## config.mk

```make
export PLATFORM = sky130hd
export DESIGN_NAME = timer_compare_gated_capture
export DESIGN_NICKNAME = d
export VERILOG_FILES = /design/src/timer_pkg.sv /design/src/timer_compare_gated_capture.sv
export SDC_FILE = /design/constraint.sdc
export NUM_CORES = 1
export LEC_CHECK = 0
export ABC_AREA = 1
export BUFFER_PORTS_ARGS = -buffer_cell sky130_fd_sc_hd__buf_2
export CAP_MARGIN = 0
export CORE_ASPECT_RATIO = 1.4
export CORE_UTILIZATION = 43
export DETAILED_ROUTE_END_ITERATION = 16
export SLEW_MARGIN = 25
export SYNTH_ARGS = -nofsm -noshare
export SYNTH_HDL_FRONTEND = slang
export SYNTH_SLANG_ARGS = --single-unit
```

## constraint.sdc

```tcl
create_clock -name pclk -period 6.65 [get_ports pclk]
set_clock_uncertainty 0.1 [all_clocks]
set_input_delay 0.665 -clock pclk [delete_from_list [all_inputs] [get_ports pclk]]
set_output_delay 0.665 -clock pclk [all_outputs]
set_load 0.02 [all_outputs]
```

## src/timer_pkg.sv

```systemverilog
// Purpose: constants and types shared by the compare/gated/capture timer
// Assumes: APB with 32-bit data, one aligned word per register
// Notes: register offsets are byte addresses
package timer_pkg;

    // ------------------------------------------------------------
    // register map
    // ------------------------------------------------------------
    localparam logic [11:0] OFS_CTRL = 12'h000;
    localparam logic [11:0] OFS_COUNT = 12'h004;
    localparam logic [11:0] OFS_RELOAD = 12'h008;
    localparam logic [11:0] OFS_PWM = 12'h00c;
    localparam logic [11:0] OFS_CAPTURE = 12'h010;
    localparam logic [11:0] OFS_STATUS = 12'h014;
    localparam logic [11:0] OFS_MASK = 12'h018;

    // ------------------------------------------------------------
    // control word layout
    // ------------------------------------------------------------
    localparam int CTRL_EN_BIT = 0;
    localparam int CTRL_MODE_LSB = 1;
    localparam int CTRL_POL_BIT = 4;
    localparam int CTRL_PRESCALE_EXPONENT_LSB = 5;
    localparam int CTRL_AF_BIT = 8;

    // ------------------------------------------------------------
    // status / mask layout
    // ------------------------------------------------------------
    localparam int ST_RELOAD = 0;
    localparam int ST_GATE = 1;
    localparam int ST_CAPTURE = 2;
    localparam int ST_PWM = 3;
    localparam int ST_W = 4;

    localparam int CNT_W = 16;
    localparam int PRESC_W = 7;
    localparam logic [CNT_W-1:0] COUNT_RESTART = 16'h0001;
    localparam logic [CNT_W-1:0] RELOAD_RESET = 16'hffff;

    typedef enum logic [2:0] {
        MODE_COMPARE,
        MODE_GATED,
        MODE_PWM,
        MODE_CAPTURE,
        MODE_CAPCMP
    } mode_t;

    typedef struct packed {
        logic af_en;
        logic [2:0] prescale_exponent;
        logic output_polarity_sel;
        mode_t mode;
        logic en;
    } ctrl_t;

    typedef struct packed {
        ctrl_t ctrl;
        logic [CNT_W-1:0] count;
        logic [CNT_W-1:0] reload;
        logic [CNT_W-1:0] pwm_val;
        logic [CNT_W-1:0] cap;
        logic [ST_W-1:0] status;
        logic [ST_W-1:0] mask;
        logic [PRESC_W-1:0] presc;
        logic out;
        logic tin_prev;
        logic started;
        logic [31:0] rdata;
    } state_t;

endpackage

```

## src/timer_compare_gated_capture.sv

```systemverilog
// Purpose: 16-bit timer with prescaler, compare/gated/pwm/capture modes
// Assumes: timer_input synchronous to pclk; APB slave, zero wait states
// Notes: status bits clear on read, irq is a level
// Notes on behaviour
// compare mode counts prescaled pclk ticks, never the timer input.
// compare: output equals polarity while disabled, toggles on each reload.
// compare event comes (compare minus start) times divisor clocks after enable.
// software disables, configures, loads count and compare, then enables.
// gated mode counts only while input is in its active level.
// gated mode counts prescaled pclk ticks while gate is active.
// gated mode interrupts on gate deassertion and on reload.
// on reaching reload the count restarts at one and keeps counting.
// gated mode output toggles at each reload.
// polarity 0 gates on high, flags falling; 1 gates low, flags rising.
// software tells gate interrupts apart by reading input versus polarity.
// pwm: output polarity while disabled, inverse on match, polarity on reload.
// capture takes count on rising edge (polarity 0) or falling edge (1).
// capture/compare starts on first selected edge, captures on later ones.
// enabled output function drives polarity level even with timer off.
// polarity change while running does not move the output at once.
// prescaler divides by two to the power of the 3-bit exponent.
// prescaler clears whenever the timer is disabled.
// count steps by one per prescaled tick when the mode allows.
`timescale 1ns/1ps
module timer_compare_gated_capture
(
    input wire logic pclk,
    input wire logic presetn,
    input wire logic psel,
    input wire logic penable,
    input wire logic pwrite,
    input wire logic [11:0] paddr,
    input wire logic [31:0] pwdata,
    output logic [31:0] prdata,
    output logic pready,
    output logic pslverr,
    input wire logic timer_input,
    output logic timer_output_pin,
    output logic timer_output_oe,
    output logic irq
);

    // ------------------------------------------------------------
    // decode helpers
    // ------------------------------------------------------------
    function automatic logic mapped(input logic [11:0] a);
        mapped = (a == timer_pkg::OFS_CTRL) || (a == timer_pkg::OFS_COUNT) ||
                 (a == timer_pkg::OFS_RELOAD) || (a == timer_pkg::OFS_PWM) ||
                 (a == timer_pkg::OFS_CAPTURE) || (a == timer_pkg::OFS_STATUS) ||
                 (a == timer_pkg::OFS_MASK);
    endfunction

    function automatic logic [31:0] ctrl_word(input timer_pkg::ctrl_t c);
        ctrl_word = '0;
        ctrl_word[timer_pkg::CTRL_EN_BIT] = c.en;
        ctrl_word[timer_pkg::CTRL_MODE_LSB +: 3] = c.mode;
        ctrl_word[timer_pkg::CTRL_POL_BIT] = c.output_polarity_sel;
        ctrl_word[timer_pkg::CTRL_PRESCALE_EXPONENT_LSB +: 3] = c.prescale_exponent;
        ctrl_word[timer_pkg::CTRL_AF_BIT] = c.af_en;
    endfunction

    timer_pkg::state_t s_q;
    timer_pkg::state_t s_d;

    logic setup;
    logic wr;
    logic rd;
    logic [timer_pkg::PRESC_W-1:0] presc_top;
    logic tick;
    logic gate_active;
    logic edge_sel;
    logic count_en;
    logic hit_reload;
    logic hit_pwm;
    logic gate_off;
    logic [timer_pkg::ST_W-1:0] ev;

    // ------------------------------------------------------------
    // bus phases
    // ------------------------------------------------------------
    assign setup = psel && !penable;
    assign wr = psel && penable && pwrite;
    assign rd = psel && penable && !pwrite;
    assign pready = psel && penable;
    assign pslverr = psel && penable && !mapped(paddr);
    assign prdata = s_q.rdata;

    // ------------------------------------------------------------
    // timing and events
    // ------------------------------------------------------------
    // divisor is 2**exponent; top of the prescale count is divisor-1
    assign presc_top = timer_pkg::PRESC_W'((8'h01 << s_q.ctrl.prescale_exponent) - 8'h01);
    assign tick = s_q.ctrl.en && (s_q.presc == presc_top);
    assign gate_active = timer_input ^ s_q.ctrl.output_polarity_sel;
    // selected edge: rising for polarity 0, falling for polarity 1
    assign edge_sel = s_q.ctrl.output_polarity_sel ?
                      (s_q.tin_prev && !timer_input) : (!s_q.tin_prev && timer_input);

    always_comb
    begin
        case (s_q.ctrl.mode)
            timer_pkg::MODE_GATED: count_en = gate_active;
            timer_pkg::MODE_CAPCMP: count_en = s_q.started;
            default: count_en = 1'b1;
        endcase
    end

    assign hit_reload = tick && count_en &&
                        (timer_pkg::CNT_W'(s_q.count + 16'h0001) == s_q.reload);
    assign hit_pwm = tick && count_en && (s_q.ctrl.mode == timer_pkg::MODE_PWM) &&
                     !hit_reload &&
                     (timer_pkg::CNT_W'(s_q.count + 16'h0001) == s_q.pwm_val);
    // gate leaves its active level: falling for polarity 0, rising for 1
    assign gate_off = s_q.ctrl.en && (s_q.ctrl.mode == timer_pkg::MODE_GATED) &&
                      (s_q.tin_prev ^ s_q.ctrl.output_polarity_sel) && !gate_active;

    always_comb
    begin
        ev = '0;
        ev[timer_pkg::ST_RELOAD] = hit_reload;
        ev[timer_pkg::ST_GATE] = gate_off;
        ev[timer_pkg::ST_CAPTURE] = s_q.ctrl.en && edge_sel &&
            ((s_q.ctrl.mode == timer_pkg::MODE_CAPTURE) ||
             ((s_q.ctrl.mode == timer_pkg::MODE_CAPCMP) && s_q.started));
        ev[timer_pkg::ST_PWM] = hit_pwm;
    end

    // ------------------------------------------------------------
    // next state
    // ------------------------------------------------------------
    always_comb
    begin
        s_d = s_q;
        s_d.tin_prev = timer_input;

        if (!s_q.ctrl.en)
        begin
            s_d.presc = '0;
            s_d.out = s_q.ctrl.output_polarity_sel;
            s_d.started = 1'b0;
        end
        else
        begin
            // output only moves on a tick, so polarity writes wait for it
            if (tick)
                s_d.presc = '0;
            else
                s_d.presc = timer_pkg::PRESC_W'(s_q.presc + 7'h01);
            if (hit_reload)
                s_d.count = timer_pkg::COUNT_RESTART;
            else if (tick && count_en)
                s_d.count = timer_pkg::CNT_W'(s_q.count + 16'h0001);
            if (hit_reload)
            begin
                if (s_q.ctrl.mode == timer_pkg::MODE_PWM)
                    s_d.out = s_q.ctrl.output_polarity_sel;
                else
                    s_d.out = !s_q.out;
            end
            else if (hit_pwm)
                s_d.out = !s_q.ctrl.output_polarity_sel;
            if ((s_q.ctrl.mode == timer_pkg::MODE_CAPCMP) && edge_sel)
                s_d.started = 1'b1;
            if (ev[timer_pkg::ST_CAPTURE])
                s_d.cap = s_q.count;
        end

        // status: set wins over the read clear; only bits already returned in
        // prdata are cleared, so an event landing in the setup cycle survives
        if (rd && (paddr == timer_pkg::OFS_STATUS))
            s_d.status = (s_q.status & ~s_q.rdata[timer_pkg::ST_W-1:0]) | ev;
        else
            s_d.status = s_q.status | ev;

        // read data latched in setup so prdata comes from a flop
        if (setup && !pwrite)
        begin
            case (paddr)
                timer_pkg::OFS_CTRL: s_d.rdata = ctrl_word(s_q.ctrl);
                timer_pkg::OFS_COUNT: s_d.rdata = {16'h0000, s_q.count};
                timer_pkg::OFS_RELOAD: s_d.rdata = {16'h0000, s_q.reload};
                timer_pkg::OFS_PWM: s_d.rdata = {16'h0000, s_q.pwm_val};
                timer_pkg::OFS_CAPTURE: s_d.rdata = {16'h0000, s_q.cap};
                timer_pkg::OFS_STATUS: s_d.rdata = {28'h0000000, s_q.status};
                timer_pkg::OFS_MASK: s_d.rdata = {28'h0000000, s_q.mask};
                default: s_d.rdata = 32'h00000000;
            endcase
        end

        // software writes win over counting
        if (wr)
        begin
            case (paddr)
                timer_pkg::OFS_CTRL:
                begin
                    s_d.ctrl.en = pwdata[timer_pkg::CTRL_EN_BIT];
                    s_d.ctrl.mode = timer_pkg::mode_t'(pwdata[timer_pkg::CTRL_MODE_LSB +: 3]);
                    s_d.ctrl.output_polarity_sel = pwdata[timer_pkg::CTRL_POL_BIT];
                    s_d.ctrl.prescale_exponent = pwdata[timer_pkg::CTRL_PRESCALE_EXPONENT_LSB +: 3];
                    s_d.ctrl.af_en = pwdata[timer_pkg::CTRL_AF_BIT];
                end
                timer_pkg::OFS_COUNT: s_d.count = pwdata[15:0];
                timer_pkg::OFS_RELOAD: s_d.reload = pwdata[15:0];
                timer_pkg::OFS_PWM: s_d.pwm_val = pwdata[15:0];
                timer_pkg::OFS_MASK: s_d.mask = pwdata[timer_pkg::ST_W-1:0];
                default: s_d.rdata = s_d.rdata;
            endcase
        end
    end

    always_ff @(posedge pclk or negedge presetn)
    begin
        if (!presetn)
        begin
            s_q <= '0;
            s_q.reload <= timer_pkg::RELOAD_RESET;
        end
        else
            s_q <= s_d;
    end

    // ------------------------------------------------------------
    // outputs
    // ------------------------------------------------------------
    assign timer_output_pin = s_q.out;
    assign timer_output_oe = s_q.ctrl.af_en;
    assign irq = |(s_q.status & s_q.mask);

    // ------------------------------------------------------------
    // assertions
    // ------------------------------------------------------------
    logic wr_any;
    assign wr_any = wr;
endmodule // timer_compare_gated_capture

```

# Word level (Yosys, flattened, before mapping)
# Index checks and enable logic that the tools add are counted.
# totals
register_bits	123
input_bits	50
output_inout_bits	37
word_cells	105
# classes
addsub	3
eq_ne	15
shift	1
muxes	18
bitwise_logic	7
n_reduce_logical	45
# op_table
operator	n
$pmux W16 S7	1
$mux W16	6
$mux W48	1
$eq A12 B5 Y1 const B	3
$eq A16 B16 Y1	2
$eq A12 B4 Y1 const B	2
$logic_and A1 B1 Y1	22
$add A16 B1 Y16 const B	1
$eq A12 B3 Y1 const B	1
$logic_not A12 Y1	1
$reduce_and A2 Y1	5
$logic_not A1 Y1	9
$and A4 B4 Y4	2
$mux W8	1
$or A4 B4 Y4	2
$add A7 B1 Y7 const B	1
$eq A7 B7 Y1	1
$logic_or A1 B1 Y1	7
$mux W7	1
$shl A1 B3 Y7 const A	1
$sub A7 B1 Y7 const B	1
$eq A3 B2 Y1 const B	2
$mux W1	6
$mux W4	1
8 further kinds	9

# Longest topological paths before layout
# Gate-level depths: netlist of the first run.
# depth
word_depth	12
mapped_depth	19
mapped_depth_nobuf	19

# Worst setup path after synthesis of the first run
# Ideal clock, no wire load.
# synth_timing
kind	input to output
from	input paddr[11]
to	output pslverr
arrival_time_ps	1753
t_required_ps	5885
path_slack_ps	4132
stages	6
path_buffers	0
path_cell_list	nor2_1 -> nand2_1 -> nor2_2 -> nand4_1 -> o311ai_0 -> nor3_1
# synth_between
elab_chain_len	9
elab_cells_between_ends	15
cone_classes	6 x eq/ne; 9 x reduce/logical
# synth_lines
item	line	rtl
start: declaration	timer_compare_gated_capture.sv:32	input wire logic [11:0] paddr,
$eq A12 B3 Y1 or $logic_not A12 Y1 (tied branches)	timer_compare_gated_capture.sv:47	mapped = (a == timer_pkg::OFS_CTRL) || (a == timer_pkg::OFS_COUNT) ||
$logic_or A1 B1 Y1 (2 in a row)	timer_compare_gated_capture.sv:47	
$logic_or A1 B1 Y1 (2 in a row)	timer_compare_gated_capture.sv:48	(a == timer_pkg::OFS_RELOAD) || (a == timer_pkg::OFS_PWM) ||
$logic_or A1 B1 Y1	timer_compare_gated_capture.sv:49	(a == timer_pkg::OFS_CAPTURE) || (a == timer_pkg::OFS_STATUS) ||
$logic_or A1 B1 Y1 *	timer_compare_gated_capture.sv:49	
$logic_not A1 Y1 *	timer_compare_gated_capture.sv:85	assign pslverr = psel && penable && !mapped(paddr);
$logic_and A1 B1 Y1 *	timer_compare_gated_capture.sv:85	
end: declaration	timer_compare_gated_capture.sv:36	output logic pslverr,
# Every way passes the cells marked *; elsewhere a longest branch is shown, timed or not.

# Worst setup path in the final report of the first run
# layout_timing
from	register s_q[118] (netlist name)
to	register s_q, in the netlist timer_output_pin
# layout_between
elab_chain_len	8
elab_cells_between_ends	14
cone_classes	1 x eq/ne; 5 x mux; 1 x bitwise; 7 x reduce/logical
# layout_lines
item	line	rtl
start: declaration	timer_compare_gated_capture.sv:62	timer_pkg::state_t s_q;
$xor A1 B1 Y1	timer_compare_gated_capture.sv:94	assign gate_active = timer_input ^ s_q.ctrl.output_polarity_sel;
$pmux W1 S2	timer_compare_gated_capture.sv:101	case (s_q.ctrl.mode)
$logic_and A1 B1 Y1	timer_compare_gated_capture.sv:108, timer_compare_gated_capture.sv:110	
$logic_and A1 B1 Y1	timer_compare_gated_capture.sv:108	assign hit_reload = tick && count_en &&
$logic_not A1 Y1	timer_compare_gated_capture.sv:111	!hit_reload &&
$logic_and A1 B1 Y1	timer_compare_gated_capture.sv:110	assign hit_pwm = tick && count_en && (s_q.ctrl.mode == timer_pkg::MODE_PWM) &&
$logic_and A1 B1 Y1	timer_compare_gated_capture.sv:111	
$ne A3 B1 Y1 (no source line)	n/a	
# Several ways; a longest one is shown, not always the timed one. The select of a mux whose other input is x is not followed.
# A chain may end at the register's enable or synchronous reset.

==> results of run 1 <==
## critical path, stage by stage (launching register included)
cell	delay, ps
dfrtp_1	490
inv_1	160
nand2_1	80
a21oi_1	80
o21ai_0	370
nand3_2	110
buf_4	230
inv_1	690
nand4_4	530
nand3_1	200
nand2_1	70
clkinv_1	40
nand2_1	40
nand2_1	50
## final timing paths
path	endpoint	from	slack, ps	cells after the start
max	timer_output_pin	s_q[118]	3310	13
min	s_q[40]	presetn	190	1
max reg2reg	timer_output_pin	s_q[118]	3310	13
min reg2reg	prdata[11]	prdata[11]	380	2
max in group asynchronous	s_q[65]	presetn	5020	2
min in group pclk	s_q[33]	timer_input	350	1
## cell usage after synthesis (14+ instances only)
library cell  number  area (um^2)
clkbuf_1          18         67.6
nand2_1          279         1050
dfrtp_1           91         2280
inv_1            111          417
o22ai_1           17          106
a21oi_1           21          105
nor2_1            73          274
buf_4             34          255
a221oi_1          14          123
nand4_1           31          194
o21ai_0          100          500
dfstp_2           16          420
nand3_1           66          330
## layout make-up
type / count / area (um^2)
inverters: 115 / 432
repair buffers: 58 / 303
multi-input cells: 677 / 3220
clock buffers: 11 / 253
clock inverters: 5 / 43.8
flip-flops and latches: 107 / 2700
fillers: 1568 / 7860
well taps: 192 / 240
## logic make-up (layout without fill, tap and decap cells)
kind of cell	Yosys count	in the layout
other cells	1	16
compound gates	169	169
xor+xnor	9	9
flops	107	107
fa+ha+maj	2	2
simple gates	481	481
buf+inv	173	189
## through the flow
| step | hold slack, ps | setup slack [ps] |
|---|---|---|
| after global routing | 246 | 3190 |
| after global placement | 361 | 2860 |
| after floorplan | 269 | 4130 |
| final | 188 | 3310 |
| after CTS | 218 | 3370 |
| after detailed placement | 364 | 3110 |
## layout by cell type (no fill, tap or decap), types with 5 or more instances in the layout
master / netlist / layout
nor3_1: 8 / 7
nand4_1: 31 / 31
clkbuf_16: 0 / 9
buf_2: 4 / 53
nor2_1: 73 / 73
nand3_1: 66 / 66
o22ai_1: 17 / 17
conb_1: 1 / 16
a21oi_1: 21 / 21
xor2_1: 8 / 8
nor2_2: 6 / 6
nand2_2: 6 / 9
nand2_1: 279 / 276
dfrtp_1: 91 / 91
o21ai_0: 100 / 100
buf_4: 34 / 5
a221oi_1: 14 / 14
dfstp_2: 16 / 16
inv_1: 111 / 111
## registers in the layout, indices dropped and copies added (netlist names)
name / count
timer_output_oe: 1
prdata: 16
timer_output_pin: 1
s_q: 89
## power by group through the flow
stage               Clock [mW]  Combinational (mW)  Sequential, mW
finish                   0.538               0.105           0.659
global route             0.576               0.120           0.660
CTS                      0.550               0.106           0.659
detailed placement           0               0.105           0.672
global placement             0               0.105           0.672
floorplan                    0              0.0701           0.670
## metal layers
layer	up-vias	routed length, um
met2	234	9290
met3	31	1170
li1	3089	-
met5	-	0
met4	0	413
met1	2923	8540
==> flow_summary.yaml, run 1 <==
timing:
  period_needed_ps: 3340
  period_share: 0.502
  tightest_slew_ps: 912
  tns_ps: 0
  finalSetupViolations: 0
  relSlewSlack: 0.392
  grt_setup_unrepaired: "no"
  drv_slew: 0
  max_freq_mhz: 300
  hold_viol: 0
routing:
  dr.first_iter.drc_count: 499
  drc_errors: 0
  route.vias.total: 6277
  wl_per_cell_um: 16.7
  first_pass_iters: 5
  ant_nets: 0
  viasPerCell: 5.39
  totalWireLength_um: 19400
power_and_ir_drop:
  ir_drop_mv: 0.102
  power_frac_clock: 0.413
  p_int_uw: 962
  pwr_density_cell_nw_per_um2: 181
  seqPwrFrac: 0.506
  pwr-share-comb: 0.081
  p_switching_uw: 341
  p_sw_frac: 0.262
  p_total_mw: 1.30
  p_leak_nw: 3.49
grt:
  grt_use_met2: 0.439
  grt_max_degree: 64
  grt_pass1_wl_um: 31200
  top_usage_layer: "met2"
  antenna_found_initial: 0
  overflow: 0
  grtUsageMet1: 0.334
  track_usage: 0.256
  grt_pass1_vias: 5915
  use_met3: 0.0336
yosys:
  synth_flop_cell: "dfrtp_1"
  synth_xor_area_frac: 0.0119
  muxShareOfSynthArea: 0
  ys_warn_count: 0
  async_reset_ff_frac: 1.00
  syn_inst: 942
  synthSimpleGateAreaFrac: 0.313
  synth_area_um2: 6650
  synth-edff-count: 0
  synth_cell_type_count: 40
  syn_avg_cell_area_um2: 7.06
  ys_ff_latch: 107
  synth_compound_area_frac: 0.145
  ys_seq_area_frac: 0.406
  synthAdderAreaFrac: 0.00377
  synth_top_family_by_area: "simple AND/OR/NAND/NOR gates"
clocking:
  clock_sinks: 107
  root_buffer: "clkbuf_16"
  clockBufferDepth: 2
  numCtsBuffers: 9
  htree_num_levels: 3
  postCtsHoldBufs: 0
  clk_latency_ps: 360
  clk_pin_slew_worst_paths_ps: 80
  cts_post_setup_buffers_inserted: 0
  ctsResizeCount: 0
  tritoncts: "built"
die:
  rows: 53
  dieArea_um2: 16000
  core_area_um2: 15100
  start_util: 0.442
  ios: 87
  die_y_um: 149
  die_w_um: 107
finish:
  drive_above_1_share: 0.121
  final_cells: 1165
  syn2layout_area_growth_pct: 8.17
  nets: 1020
  final_area_um2: 7190
  utilization: 0.478
  antenna_cells: 0
worst_setup_path:
  worstPathArrival_ps: 3540
  cp.required_ps: 6850
  crit_type: "reg2reg"
  worst_setup_path_end_kind: "register"
  cp-start-kind: "register"
  crit_fanout: 20
placement:
  dp_hpwl_um: 13700
  port_buffers: 54
  placed_area_um2: 6890
  place_congestion: 0.909
  dp_cells: 1149
hold_path:
  hp-class: "in2async"
flow_run:
  maxCapViolCount: 0
status:
  outcome: "completed"
(Power assumes the default switching activity.)
==> run 2, diff against run 1 <==
==> constraint.sdc (replaced) <==
create_clock -name pclk -period 3.15 [get_ports pclk]
set_clock_uncertainty 0.1 [all_clocks]
set_input_delay 0.315 -clock pclk [delete_from_list [all_inputs] [get_ports pclk]]
set_output_delay 0.315 -clock pclk [all_outputs]
set_load 0.02 [all_outputs]
==> run 2 against run 1 <==
  * Die area unchanged
  * Register-to-register slack got worse by 2900 ps
  * Combinational power rose by 110%
  * Largest power group unchanged
==> flow_summary.yaml, run 2 (synthesized netlist as in run 1, its figures left out) <==
status:
  outcome: "completed"
worst_setup_path:
  path_delay_family: "simple AND/OR/NAND/NOR gates"
  crit_fanout: 19
  worstPathArrival_ps: 2910
  cpMostUsedCell: "nand2_1"
  slowest_delay_ps: 460
  cp.required_ps: 3350
  cp-start-kind: "register"
  crit_type: "reg2reg"
  cp_cell_sequence: "ha_1 > nand2_1 > nor2_4 > nand2_2 > nor2_1 > nand2_1 > nand2_1 > nand2_1 > nand2_1 > nand2_2 > nor2_2 > nand4_4 > nand3_1 > nand2_1 > clkinv_1 > nand2_1 > nand2_1"
  slowest_stage: "dfrtp_1"
  crit_buf_inv: 1
  worst_setup_path_end_kind: "register"
grt:
  track_usage: 0.258
  grt_max_degree: 62
  antenna_found_initial: 0
  overflow: 0
  grt_pass1_vias: 6028
  grt_pass1_wl_um: 31400
placement:
  port_buffers: 54
  dp_cells: 1162
  placed_area_um2: 6990
  place_ws_ps: 482
  dp_hpwl_um: 14400
  place_congestion: 0.919
timing:
  tightest_slew_ps: 781
  drv_slew: 0
  tns_ps: 0
  max_freq_mhz: 368
  period_share: 0.863
  grt_setup_unrepaired: "no"
  period_needed_ps: 2720
  hold_viol: 0
  finalSetupViolations: 0
  relSlewSlack: 0.477
  fin_ws_ps: 433
routing:
  dr.first_iter.drc_count: 480
  totalWireLength_um: 19600
  first_pass_iters: 6
  drc_errors: 0
  ant_nets: 0
  viasPerCell: 5.35
  wl_per_cell_um: 16.6
  route.vias.total: 6315
finish:
  drive_above_1_share: 0.129
  fillCellCount: 1559
  final_common_cell: "nand2_1"
  antenna_cells: 0
  nets: 1035
  multi_input_area_um2: 3210
  regMostFlops: "s_q"
  utilization: 0.485
  seq_area_um2: 2700
  final_cells: 1180
  syn2layout_area_growth_pct: 9.94
  final_cell_mix: "nand2_1, inv_1, o21ai_0"
  final_area_um2: 7310
  largest_reg_flops: 89
power_and_ir_drop:
  p_leak_nw: 3.56
  ir_drop_mv: 0.224
  pwr_density_cell_nw_per_um2: 377
die:
  core_area_um2: 15100
  die_w_um: 107
  dieArea_um2: 16000
  die_y_um: 149
  ios: 87
  start_util: 0.442
  rows: 53
clocking:
  clockBufferDepth: 2
  tritoncts: "built"
  numCtsBuffers: 9
  cts_post_setup_buffers_inserted: 0
  clock_sinks: 107
  clk_pin_slew_worst_paths_ps: 70
  root_buffer: "clkbuf_16"
  clk_latency_ps: 360
  htree_num_levels: 3
hold_path:
  hp-class: "in2reg"
flow_run:
  maxCapViolCount: 0
## run 2: cell types whose count changed in the layout (fill, tap and decap cells not counted), sizes merged
| cell | change |
|---|---|
| buf | +13 |
| clkinv | +1 |
| dlygate4sd3 | +2 |
| inv | -1 |
## run 2: repair_timing
action,4_1_cts,5_1_grt
gates resized for setup,0,0
setup endpoints to repair,0,0
endpoints found under the hold margin,37,0
hold buffers,2,0
## run 2: cell type report
| class | count | share of cell area |
|---|---|---|
| multi-input combinational | 677 | 0.439 |
| sequential | 107 | 0.369 |
| timing repair buffer | 73 | 0.0592 |
| inverter | 115 | 0.0591 |
| clock buffer | 11 | 0.0346 |
| tap | 192 | 0.0329 |
| clock inverter | 5 | 0.00599 |
## run 2: metrics by stage
stage | power [mW] | hold slack, ps
2_1_floorplan | 1.56 | -80.6
3_3_place_gp | 1.64 | 268
3_5_place_dp | 1.64 | 272
4_1_cts | 2.78 | 96.2
5_1_grt | 2.86 | 105
6_report | 2.76 | 102
## run 2: path summary, 6_finish.rpt
| kind | start | end | slack, ps | depth (start not counted) |
|---|---|---|---|---|
| max in group asynchronous | presetn | s_q[97] | 1760 | 3 |
| min in group asynchronous | presetn | s_q[36] | 400 | 2 |
| max reg2reg | s_q[98] | timer_output_pin | 430 | 17 |
| min reg2reg | prdata[5] | prdata[5] | 380 | 2 |
| max | s_q[98] | timer_output_pin | 430 | 17 |
| min | pwdata[11] | s_q[93] | 100 | 3 |
## run 2: layer usage
metal / vias up / GRT usage / share of wire
met5: - / 0 / 0
met4: 0 / 0.122 / 0.040
met3: 55 / 0.0358 / 0.055
met2: 208 / 0.427 / 0.48
met1: 2915 / 0.332 / 0.43
li1: 3137 / - / -
## run 2: report_power, final
group,switching [mW],internal [mW],leakage (nW)
clock,0.548,0.591,0.147
sequential,0.0104,1.38,1.36
combinational,0.164,0.0609,2.06
total,0.722,2.03,3.56
## run 2: worst register-to-register path, stage by stage (launching register included)
cell and delay [ps]:
dfrtp_1 460, ha_1 260, nand2_1 150, nor2_4 190, nand2_2 110, nor2_1 110, nand2_1 90, nand2_1 100
nand2_1 50, nand2_1 60, nand2_2 80, nor2_2 160, nand4_4 350, nand3_1 180, nand2_1 70, clkinv_1 40
nand2_1 40, nand2_1 50
